## src/rtl/rsf_pkg.sv

```systemverilog
// Constants for the reset, interrupt request and flag sampling block.
// Assumes a single 250 MHz clock drives every register of the block.
`default_nettype none
package rsf_pkg;

    // Clock period of the sampling clock
    localparam int CLK_PERIOD_NS = 4;

    // Shortest reset low time accepted once power-up is over, in input clocks
    localparam int RESET_MIN_CYCLES = 4;

    // Input clocks that reset must stay low at power up for the clock multiplier to settle
    localparam int PLL_LOCK_CYCLES = 1000;

    // Program address where execution begins after reset
    localparam logic [31:0] START_ADDRESS = 32'h0000_0008;

    // Pin group widths
    localparam int IRQ_LINES = 4;
    localparam int FLAG_PINS = 4;
    localparam int FETCH_ADDR_BITS = 24;

    // Reset sequencer states
    typedef enum logic [1:0] {
        RSF_POWER_UP = 2'b00,
        RSF_HELD = 2'b01,
        RSF_RUN = 2'b10
    } rsf_seq_type;

endpackage : rsf_pkg
`default_nettype wire
```

## src/rtl/rsf_ctrl.sv

```systemverilog
// Reset sequencing, interrupt request latching and flag pin sampling at the core boundary.
// Assumes the reset, interrupt and flag pins are already synchronous to clk.
`timescale 1ns/10ps
`default_nettype none

// Function
// - Power-up reset held low until 1000 clocks
// - Execution starts at address 8 after release
// - Low request sampled at edge latches pending
// - Low pulse of period plus 5 ns captured
// - Sampled input flags steer next cycle's conditions
module rsf_ctrl #(
    parameter int LOCK_CYCLES = rsf_pkg::PLL_LOCK_CYCLES,
    parameter int RESET_MIN = rsf_pkg::RESET_MIN_CYCLES,
    parameter int IRQ_N = rsf_pkg::IRQ_LINES,
    parameter int FLAG_N = rsf_pkg::FLAG_PINS,
    parameter int ADDR_W = rsf_pkg::FETCH_ADDR_BITS
) (
    input wire logic clk,
    input wire logic sys_rst,
    input wire logic reset_pin_n,
    input wire logic [IRQ_N-1:0] interrupt_request_lines_n,
    input wire logic [IRQ_N-1:0] irq_clear,
    input wire logic [FLAG_N-1:0] general_flag_pins_in,
    input wire logic [FLAG_N-1:0] flag_drive_value,
    input wire logic [FLAG_N-1:0] flag_drive_enable,
    input wire logic timer_expired,
    output logic core_run,
    output logic core_start,
    output logic [ADDR_W-1:0] fetch_address,
    output logic pll_locked,
    output logic [IRQ_N-1:0] irq_pending,
    output logic [FLAG_N-1:0] flag_condition,
    output logic [FLAG_N-1:0] general_flag_pins_out,
    output logic [FLAG_N-1:0] general_flag_pins_oe,
    output logic timer_expired_out
);

    localparam int CNT_W = $clog2(LOCK_CYCLES + 1);
    localparam logic [CNT_W-1:0] CNT_LOCK = CNT_W'(LOCK_CYCLES);
    localparam logic [CNT_W-1:0] CNT_RESET = CNT_W'(RESET_MIN);
    localparam logic [CNT_W-1:0] CNT_ONE = CNT_W'(1);

    typedef struct packed {
        rsf_pkg::rsf_seq_type seq;
        logic [CNT_W-1:0] low_count;
        logic locked;
        logic run;
        logic start;
        logic [ADDR_W-1:0] fetch;
        logic [IRQ_N-1:0] pending;
        logic [FLAG_N-1:0] cond;
        logic [FLAG_N-1:0] flag_out;
        logic [FLAG_N-1:0] flag_oe;
        logic tmr_done;
    } rsf_state_type;

    rsf_state_type state;
    rsf_state_type next_state;
    logic [CNT_W-1:0] next_low;

    always_comb begin
        next_state = state;
        next_state.start = 1'b0;
        // Consecutive low samples of the reset pin, saturating
        if (reset_pin_n) begin
            next_low = '0;
        end else if (state.low_count == CNT_LOCK) begin
            next_low = state.low_count;
        end else begin
            next_low = state.low_count + CNT_ONE;
        end
        next_state.low_count = next_low;
        unique case (state.seq)
            rsf_pkg::RSF_POWER_UP: begin
                if (next_low == CNT_LOCK) begin
                    next_state.locked = 1'b1;
                    next_state.seq = rsf_pkg::RSF_HELD;
                end
            end
            rsf_pkg::RSF_HELD: begin
                if (reset_pin_n) begin
                    next_state.seq = rsf_pkg::RSF_RUN;
                    next_state.run = 1'b1;
                    next_state.start = 1'b1;
                    next_state.fetch = rsf_pkg::START_ADDRESS[ADDR_W-1:0];
                end
            end
            rsf_pkg::RSF_RUN: begin
                if (next_low >= CNT_RESET) begin
                    next_state.seq = rsf_pkg::RSF_HELD;
                    next_state.run = 1'b0;
                end
            end
            default: begin
                next_state.seq = rsf_pkg::RSF_POWER_UP;
                next_state.run = 1'b0;
            end
        endcase
        // A new request wins over a clear in the same cycle; a pulse of a period plus 5 ns spans an edge
        next_state.pending = (state.pending & ~irq_clear) | ~interrupt_request_lines_n;
        // Input pins give the sampled level, output pins their own driven level
        next_state.cond = (general_flag_pins_in & ~state.flag_oe) | (state.flag_out & state.flag_oe);
        next_state.flag_out = flag_drive_value;
        next_state.flag_oe = flag_drive_enable;
        next_state.tmr_done = timer_expired;
    end

    always_ff @(posedge clk or posedge sys_rst) begin
        if (sys_rst) begin
            state <= '{seq: rsf_pkg::RSF_POWER_UP, default: '0};
        end else begin
            state <= next_state;
        end
    end

    assign core_run = state.run;
    assign core_start = state.start;
    assign fetch_address = state.fetch;
    assign pll_locked = state.locked;
    assign irq_pending = state.pending;
    assign flag_condition = state.cond;
    assign general_flag_pins_out = state.flag_out;
    assign general_flag_pins_oe = state.flag_oe;
    assign timer_expired_out = state.tmr_done;
endmodule : rsf_ctrl

`default_nettype wire

```

## config.mk

```make
export PLATFORM = sky130hd
export DESIGN_NAME = rsf_ctrl
export DESIGN_NICKNAME = d
export VERILOG_FILES = /design/src/rtl/rsf_pkg.sv /design/src/rtl/rsf_ctrl.sv
export SDC_FILE = /design/constraint.sdc
export NUM_CORES = 1
export LEC_CHECK = 0
export ABC_AREA = 1
export BUFFER_PORTS_ARGS = -buffer_cell sky130_fd_sc_hd__buf_4
export CAP_MARGIN = 20
export CORE_MARGIN = 5
export CORE_UTILIZATION = 44
export CTS_CLUSTER_SIZE = 10
export DETAILED_ROUTE_END_ITERATION = 16
export HOLD_SLACK_MARGIN = 0.15
export PLACE_DENSITY = 0.76
export SYNTH_ARGS = -nofsm -noshare
export SYNTH_HDL_FRONTEND = slang
export SYNTH_SLANG_ARGS = --single-unit
```

## constraint.sdc

```tcl
create_clock -name clk -period 1.7 [get_ports clk]
set_clock_uncertainty 0.15 [all_clocks]
set_input_delay 0 -clock clk [delete_from_list [all_inputs] [get_ports clk]]
set_output_delay 0 -clock clk [all_outputs]
set_load 0.005 [all_outputs]
```

==> results of run 1 <==
## synth_stat cells
cell type / instances / area share
a21oi_1: 1 / 0.0028
buf_4: 40 / 0.17
buf_6: 1 / 0.0062
conb_1: 1 / 0.0021
dfrtp_1: 33 / 0.46
ha_1: 2 / 0.014
inv_1: 33 / 0.069
inv_2: 1 / 0.0021
mux2_2: 4 / 0.025
nand2_1: 36 / 0.075
nand2_2: 6 / 0.021
nand3_1: 9 / 0.025
nand3_2: 3 / 0.017
nand3_4: 1 / 0.0097
nand3b_1: 2 / 0.0083
nand4_1: 4 / 0.014
nor2_1: 10 / 0.021
nor2_2: 5 / 0.017
nor2_4: 2 / 0.012
nor3_1: 1 / 0.0028
nor3_2: 1 / 0.0056
o21ai_0: 4 / 0.011
o21ai_1: 1 / 0.0028
o21bai_1: 1 / 0.0042
or2_2: 1 / 0.0035
xor2_1: 1 / 0.0049
## flip-flops by register name (all words and copies together), names as in the netlist
register / cells
fetch_address: 1
flag_condition: 4
core_start: 1
pll_locked: 1
state: 12
timer_expired_out: 1
general_flag_pins_out: 4
general_flag_pins_oe: 4
irq_pending: 4
core_run: 1
## stage by stage
step	instance area (sq um)	std cells	setup WS, ps	TNS [ps]	hold WS [ps]
floorplan	1890	226	47.9	0	-119
global placement	2040	287	-48.5	-96.9	-134
detailed placement	2040	287	-65.1	-128	-135
CTS	2460	322	-25.1	-44.6	205
global route	2490	324	-169	-454	209
finish	2490	324	-70.1	-135	214
## what timing repair did
action | in CTS | in global routing
pin swaps | 3 | 1
hold endpoints to repair | 57 | 0
hold buffers | 24 | 0
buffers inserted | 3 | 2
setup endpoints to repair | 3 | 5
gates cloned | 0 | 0
gates resized for setup | 11 | 4
## cells in the final DEF (no fill, tap or decap), types with 2 or more instances in the layout
cell / count
inv_1: 31
o21ai_0: 4
nor2_4: 2
nor2_2: 6
nand4_1: 4
clkbuf_8: 6
ha_4: 2
nand3b_1: 2
conb_1: 23
buf_4: 55
mux2_2: 4
nor2_1: 9
nand3_1: 6
nand2_2: 7
dfrtp_1: 31
nand3_2: 6
nand2_1: 35
dfrtp_2: 2
inv_2: 3
dlygate4sd3_1: 24
## cell type report
class | instances | area, sq um | area share
clock inverters | 1 | 30.0 | 0.0121
inverters | 34 | 128 | 0.0513
multi-input cells | 118 | 669 | 0.269
clock buffers | 7 | 86.3 | 0.0347
repair buffers | 81 | 684 | 0.275
well taps | 50 | 62.6 | 0.0251
flip-flops and latches | 33 | 828 | 0.333
## logic make-up after synthesis
kind of cell / Yosys count / synth area share
simple gates: 81 / 0.232
buf+inv: 75 / 0.244
other cells: 1 / 0.00208
flops: 33 / 0.458
mux: 4 / 0.0250
xor+xnor: 1 / 0.00486
fa+ha+maj: 2 / 0.0139
compound gates: 7 / 0.0208
## metal layers
layer,wire length (um),global-route usage
met5,0,0
met4,51,0.0483
met3,261,0.0568
met2,2380,0.293
met1,1350,0.169
## power groups by stage
stage / logic, mW / registers, mW / clock network (mW)
2_1_floorplan: 0.247 / 0.906 / 0
3_3_place_gp: 0.326 / 0.908 / 0
3_5_place_dp: 0.334 / 0.909 / 0
4_1_cts: 0.399 / 0.900 / 0.768
5_1_grt: 0.457 / 0.915 / 0.799
6_report: 0.409 / 0.903 / 0.762
## worst max-delay path, delay by kind of cell (launching register included)
family	cells	cell delay (ps)
AND/OR/NAND/NOR	7	550
buffers and inverters	1	130
flip-flops	1	440
XOR/XNOR	1	190
adder cells (fa/ha/maj)	1	200
## path summary, 6_finish.rpt
path,from,endpoint,slack [ps],depth (start not counted)
min in group asynchronous,sys_rst,irq_pending[2],670,4
max in group asynchronous,sys_rst,state[46],260,5
hold reg to reg,core_run,core_run,330,2
setup reg to reg,state[44],core_run,-70,10
hold / removal,flag_drive_value[2],general_flag_pins_out[2],210,2
setup / recovery,state[44],core_run,-70,10
==> reports/metrics.cfg, run 1 <==
[status]
status = finished, violations left
violations = negative setup slack

[detailed_routing]
first_pass_iters = 4
drt-vias-per-instance = 4.35
drc = 0
vias = 1408
drt_wl_total_um = 4040
ant_nets = 0
wl_per_cell_um = 12.5
dr.first_iter.drc_count = 55

[pwr]
power.switching_uw = 524
intPower_mw = 1.55
p_leak_nw = 1.31
powerDensity_nw_per_um2 = 833
p_clk_frac = 0.367
finalPower_mw = 2.07
switching_share = 0.253
p_comb_frac = 0.197
pwr-share-seq = 0.435
ir_drop_v = 0.000568

[floorplan]
start_util = 0.451
rows = 23
fp.dieH_um = 74.0
coreArea_sq_um = 4000
die_x_um = 74.0
ios = 68
die_area_sq_um = 5480

[timing]
fin_crit_sh = 1.04
fin_crit_ps = 1770
fmax_ghz = 0.565
layout_setup_ws_ps = -70.1
setup_viol = 2
slew_viol_final = 0
hold_viol_final = 0
rsz0062_at_grt = yes

[clock_network]
htreeDepth = 2
root_buffer = clkbuf_8
cts_buffers = 5
cts_buffer_depth = 2
path_clk_slew_ps = 70
cts.sinks = 33
clkLatencyLatePin_ps = 290
cts_tree = built

[critical_path]
slowest_delay_ps = 440
critPathLaunchType = flip-flop
crit_top_cell = nand2_1
required_ps = 1730
cp.arrival_ps = 1800
slowest_stage = dfrtp_2
end_kind = flip-flop
cp_max_fo = 5
crit_type = reg2reg
cp_cell_sequence = ha_4, buf_4, xor2_1, nand3_2, nand2_1, nor2_2, nand3_2, nand3_1, nand2_1, nand2_1

[grt]
antenna_found_initial = 0
track_usage = 0.159
grt_pass1_vias = 1395
grt_pass1_wl_um = 6480
grt_start_max_net_pins = 25
overflow = 0

[logic_synthesis]
syn_area_sq_um = 1800
ys_warn_count = 0
synth.distinct_cells = 26
synth_area_per_cell_sq_um = 8.84
synth_cells = 204
synth-seq-cells = 33
seq_area_frac_synth = 0.458

[placed_design]
place_congestion = 0.871
port_buffers = 44
dp_hpwl_um = 2520

[cells_and_area]
drive_gt1_frac = 0.365
fillCellCount = 309
area_growth_pct = 38.0
nets = 299
utilization = 0.622
diodes = 0

[job]
maxCapViolCount = 0

[min_path]
hold_path_class = in2reg

(Power assumes the default switching activity.)
==> run 2: changes to the inputs <==
--- a/config.mk
+++ b/config.mk
@@ -9,11 +9,10 @@
 export BUFFER_PORTS_ARGS = -buffer_cell sky130_fd_sc_hd__buf_4
 export CAP_MARGIN = 20
 export CORE_MARGIN = 5
-export CORE_UTILIZATION = 44
+export CORE_UTILIZATION = 30
 export CTS_CLUSTER_SIZE = 10
 export DETAILED_ROUTE_END_ITERATION = 16
 export HOLD_SLACK_MARGIN = 0.15
-export PLACE_DENSITY = 0.76
 export SYNTH_ARGS = -nofsm -noshare
 export SYNTH_HDL_FRONTEND = slang
 export SYNTH_SLANG_ARGS = --single-unit
==> reports/metrics.cfg, run 2 (synthesized netlist as in run 1, its figures left out) <==
[detailed_routing]
ant_nets = 0  ; unchanged
vias = 1395  ; was 1408
first_pass_iters = 4  ; unchanged
drt-vias-per-instance = 3.94  ; was 4.35
wl_per_cell_um = 11.2  ; was 12.5 um
dr.first_iter.drc_count = 50  ; was 55
drt_wl_total_um = 3950  ; was 4040 um
drc = 0  ; unchanged

[status]
status = finished, violations left  ; unchanged
violations = negative setup slack  ; unchanged

[cells_and_area]
diodes = 0  ; unchanged
nets = 304  ; was 299
drive_gt1_frac = 0.394  ; was 0.365
final_common_cell = buf_4  ; unchanged
largest_reg_flops = 12  ; unchanged
largest-register = state  ; unchanged
area_growth_pct = 42.2  ; was 38.0%
layout_common_cells = buf_4, nand2_1, dfrtp_1  ; was buf_4, nand2_1, inv_1, dfrtp_1, dlygate4sd3_1

[clock_network]
cts_tree = built  ; unchanged
cts.sinks = 33  ; unchanged
root_buffer = clkbuf_8  ; unchanged
htreeDepth = 2  ; unchanged
clkLatencyLatePin_ps = 280  ; was 290 ps
cts_buffer_depth = 2  ; unchanged
cts_buffers = 5  ; unchanged
path_clk_slew_ps = 70  ; about the same

[floorplan]
ios = 68  ; unchanged
die_area_sq_um = 7660  ; was 5480 sq um
die_x_um = 87.5  ; was 74.0 um
coreArea_sq_um = 5890  ; was 4000 sq um
fp.dieH_um = 87.5  ; was 74.0 um
rows = 28  ; was 23
start_util = 0.306  ; was 0.451

[timing]
rsz0062_at_grt = yes  ; unchanged
fin_crit_ps = 1820  ; was 1770 ps
fmax_ghz = 0.550  ; was 0.565 GHz
layout_setup_ws_ps = -117  ; was -70.1 ps
hold_viol_final = 0  ; unchanged
hold_ws_ps = 217  ; was 214 ps
fin_crit_sh = 1.07  ; was 1.04
setup_viol = 4  ; was 2
slew_viol_final = 0  ; unchanged

[grt]
grt_pass1_wl_um = 6270  ; was 6480 um
grt_pass1_vias = 1447  ; was 1395
track_usage = 0.106  ; was 0.159
overflow = 0  ; unchanged
grt_start_max_net_pins = 34  ; was 25
antenna_found_initial = 0  ; unchanged

[pwr]
ir_drop_v = 0.000641  ; was 0.000568 V
finalPower_mw = 2.09  ; was 2.07 mW
powerDensity_nw_per_um2 = 816  ; was 833 nW/um^2
p_leak_nw = 1.34  ; was 1.31 nW

[job]
maxCapViolCount = 0  ; unchanged

[placed_design]
port_buffers = 44  ; unchanged
place_congestion = 0.779  ; was 0.871
dpl_worst_slack_ps = -72.3  ; was -65.1 ps
dp_hpwl_um = 2770  ; was 2520 um

[critical_path]
cp_max_fo = 3  ; was 5
critPathLaunchType = flip-flop  ; unchanged
required_ps = 1720  ; was 1730 ps
r2r_cells = 13  ; was 10
crit_type = reg2reg  ; unchanged
cp.arrival_ps = 1840  ; was 1800 ps
end_kind = flip-flop  ; unchanged

[min_path]
hold_path_class = in2async  ; was in2reg

## run 2: cell types whose count changed in the layout (fill, tap and decap cells not counted), moves of 2 or more
cell and delta:
buf_6 +2, buf_4 +5, nand2_1 -2, nand2_2 +2
## run 2: report_power, final
part,switching [mW],internal [mW]
combinational,0.195,0.236
sequential,0.0471,0.854
clock,0.282,0.478
## run 2: through the flow
stage                     setup TNS, ps  cells   util  area, sq um
after floorplan                       0    226      -         1890
after global placement             -116    316  0.355         2090
after detailed placement           -134    316  0.355         2090
after CTS                          -111    351  0.425         2500
after global routing               -660    354  0.436         2560
final                              -295    354  0.436         2560
## run 2: path summary, 6_finish.rpt
path / start / to / slack (ps)
setup / recovery: state[45] / state[54] / -120
hold reg to reg: core_run / core_run / 330
setup reg to reg: state[45] / state[54] / -120
max in group asynchronous: sys_rst / state[44] / 870
min in group clk: flag_drive_enable[3] / general_flag_pins_oe[3] / 220
hold / removal: sys_rst / general_flag_pins_out[3] / 220
## run 2: layout make-up
type                    instances  area (sq um)
inverters                      34           128
clock buffers                   7          86.3
multi-input cells             118           683
flip-flops and latches         33           828
fillers                       596          3320
clock inverters                 1          30.0
well taps                      75          93.8
repair buffers                 86           714
## run 2: what timing repair did
| action | in CTS | in global routing |
|---|---|---|
| hold buffers | 23 | 0 |
| endpoints found under the hold margin | 57 | 0 |
| resized for setup | 10 | 12 |
| pin swaps | 4 | 8 |
| setup endpoints to repair | 3 | 5 |
| setup buffers | 4 | 4 |
## run 2: worst max-delay path, stage by stage (launching register included)
cell      delay, ps
dfrtp_2         440
inv_2            90
ha_4            140
nand2_1          40
nor2_1          120
nand3b_1        160
nand2_1         120
nand3_2         100
nand2_2         100
nor2_4           30
nand2_2          70
nand2_1          50
nand2_1          70
nor2_2           30
## run 2: layer usage
layer | wire length, um | track usage | part of all wire | vias to the layer above
li1 | - | - | - | 700
met1 | 1480 | 0.112 | 0.38 | 635
met2 | 2090 | 0.189 | 0.53 | 49
met3 | 272 | 0.0360 | 0.069 | 11
met4 | 105 | 0.0460 | 0.027 | 0
met5 | 0 | 0 | 0 | -
==> run 3: changes to the inputs <==
--- a/config.mk
+++ b/config.mk
@@ -10,6 +10,7 @@
 export CAP_MARGIN = 20
 export CORE_MARGIN = 5
 export CORE_UTILIZATION = 30
+export CTS_BUF_LIST = sky130_fd_sc_hd__clkbuf_4 sky130_fd_sc_hd__clkbuf_8 sky130_fd_sc_hd__clkbuf_16
 export CTS_CLUSTER_SIZE = 10
 export DETAILED_ROUTE_END_ITERATION = 16
 export HOLD_SLACK_MARGIN = 0.15
==> reports/metrics.cfg, run 3 (synthesized netlist as in run 1, its figures left out) <==
[pwr]
ir_drop_v = 0.000641  ; about the same
powerDensity_nw_per_um2 = 821  ; was 816 nW/um^2
finalPower_mw = 2.11  ; was 2.09 mW
p_leak_nw = 1.34  ; about the same

[grt]
grt_pass1_vias = 1447  ; unchanged
antenna_found_initial = 0  ; unchanged
grt_start_max_net_pins = 34  ; unchanged
track_usage = 0.106  ; unchanged
overflow = 0  ; unchanged
grt_pass1_wl_um = 6270  ; unchanged

[detailed_routing]
ant_nets = 0  ; unchanged
vias = 1395  ; unchanged
met2_length_um = 2090  ; unchanged
drt_wl_total_um = 3950  ; unchanged
wl_met1_um = 1480  ; about the same
drt-vias-per-instance = 3.94  ; unchanged
drc = 0  ; unchanged
dr.first_iter.drc_count = 50  ; unchanged
first_pass_iters = 4  ; unchanged
dr_wl_met3_um = 272  ; unchanged
wl_per_cell_um = 11.2  ; unchanged
top_layer = met4  ; unchanged

[placed_design]
port_buffers = 44  ; unchanged
place_congestion = 0.779  ; unchanged
dp_hpwl_um = 2770  ; unchanged
dp.cells = 316  ; unchanged

[clock_network]
htreeDepth = 2  ; unchanged
root_buffer = clkbuf_8  ; unchanged
path_clk_slew_ps = 70  ; about the same
cts_buffer_depth = 2  ; unchanged
cts_tree = built  ; unchanged
cts_buffers = 5  ; unchanged
clkLatencyLatePin_ps = 280  ; about the same
cts.sinks = 33  ; unchanged

[critical_path]
cp_cell_sequence = inv_2, ha_4, nand2_1, nor2_1, nand3b_1, nand2_1, nand3_2, nand2_2, nor2_4, nand2_2, nand2_1, nand2_1, nor2_2  ; unchanged
cp-startpoint = state[45]  ; unchanged
required_ps = 1720  ; about the same
critPathLaunchType = flip-flop  ; unchanged
cp_max_fo = 3  ; unchanged
crit_type = reg2reg  ; unchanged
slowest_delay_ps = 440  ; about the same
end_kind = flip-flop  ; unchanged
crit_top_cell = nand2_1  ; unchanged
slowest_stage = dfrtp_2  ; unchanged
cp.arrival_ps = 1840  ; about the same
r2r-start = state[45]  ; unchanged
r2r_cells = 13  ; unchanged

[timing]
hold_viol_final = 0  ; unchanged
rsz0062_at_grt = yes  ; unchanged
slew_viol_final = 0  ; unchanged
layout_setup_ws_ps = -117  ; unchanged
hold_ws_ps = 217  ; about the same
fin_crit_sh = 1.07  ; unchanged
setup_viol = 4  ; unchanged
fmax_ghz = 0.550  ; unchanged
fin_crit_ps = 1820  ; unchanged

[cells_and_area]
largest-register = state  ; unchanged
multi_input_area_sq_um = 683  ; unchanged
utilization = 0.436  ; about the same
finalNonFillerCells = 354  ; unchanged
final_common_cell = buf_4  ; unchanged
layout_common_cells = buf_4, nand2_1, dfrtp_1  ; unchanged
seqCellArea_sq_um = 828  ; unchanged
diodes = 0  ; unchanged
fillCellCount = 594  ; was 596
drive_gt1_frac = 0.398  ; was 0.394
area_growth_pct = 42.4  ; was 42.2%
largest_reg_flops = 12  ; unchanged
nets = 304  ; unchanged

[floorplan]
die_x_um = 87.5  ; unchanged
rows = 28  ; unchanged
start_util = 0.306  ; unchanged
ios = 68  ; unchanged
coreArea_sq_um = 5890  ; unchanged
die_area_sq_um = 7660  ; unchanged
fp.dieH_um = 87.5  ; unchanged

[min_path]
hold_path_class = in2async  ; unchanged

[job]
maxCapViolCount = 0  ; unchanged

[status]
status = finished, violations left  ; unchanged
violations = negative setup slack  ; unchanged

[run 3: cell counts in the layout (fill, tap and decap cells not counted)]
Identical to the previous run, type by type.
[run 3: layout make-up]
cell class              count  area share
clock buffers               7      0.0351
clock inverters             1      0.0117
inverters                  34      0.0497
multi-input cells         118       0.266
flip-flops and latches     33       0.323
well taps                  75      0.0365
repair buffers             86       0.278
[run 3: layer usage]
metal / vias to the layer above / track usage
met5: - / 0
met3: 11 / 0.0360
met4: 0 / 0.0460
met2: 49 / 0.189
li1: 700 / -
met1: 635 / 0.112
[run 3: per-stage QoR]
step / TNS [ps] / setup WS [ps] / cell area (sq um)
finish: -295 / -117 / 2570
floorplan: 0 / 47.9 / 1890
detailed placement: -134 / -72.3 / 2090
global placement: -116 / -58.9 / 2090
global route: -660 / -197 / 2570
CTS: -111 / -57.6 / 2500
[run 3: worst paths after layout]
path | end | slack [ps]
worst min-delay path | general_flag_pins_out[3] | 220
worst max register to register | state[54] | -120
worst max-delay path | state[54] | -120
min in group clk | general_flag_pins_oe[3] | 220
worst min register to register | core_run | 330
max in group asynchronous | state[44] | 870
[run 3: critical path, delay by kind of cell, from the launching register on]
| kind | cells | cell delay (ps) |
|---|---|---|
| DFF | 1 | 440 |
| and+or+nand+nor | 11 | 890 |
| adders and majority gates | 1 | 140 |
| buffers and inverters | 1 | 90 |
[run 3: power by group]
part           switching (mW)  internal [mW]  leakage [nW]  total [mW]
combinational           0.195          0.236         0.876       0.431
sequential             0.0471          0.854         0.403       0.901
clock                   0.283          0.494        0.0619       0.776
[run 3: timing repair]
action / 4_1_cts / 5_1_grt
gates resized for setup: 10 / 12
hold buffers: 23 / 0
endpoints found under the setup margin: 3 / 5
setup buffers: 4 / 4
pin swaps: 4 / 8
hold endpoints to repair: 57 / 0
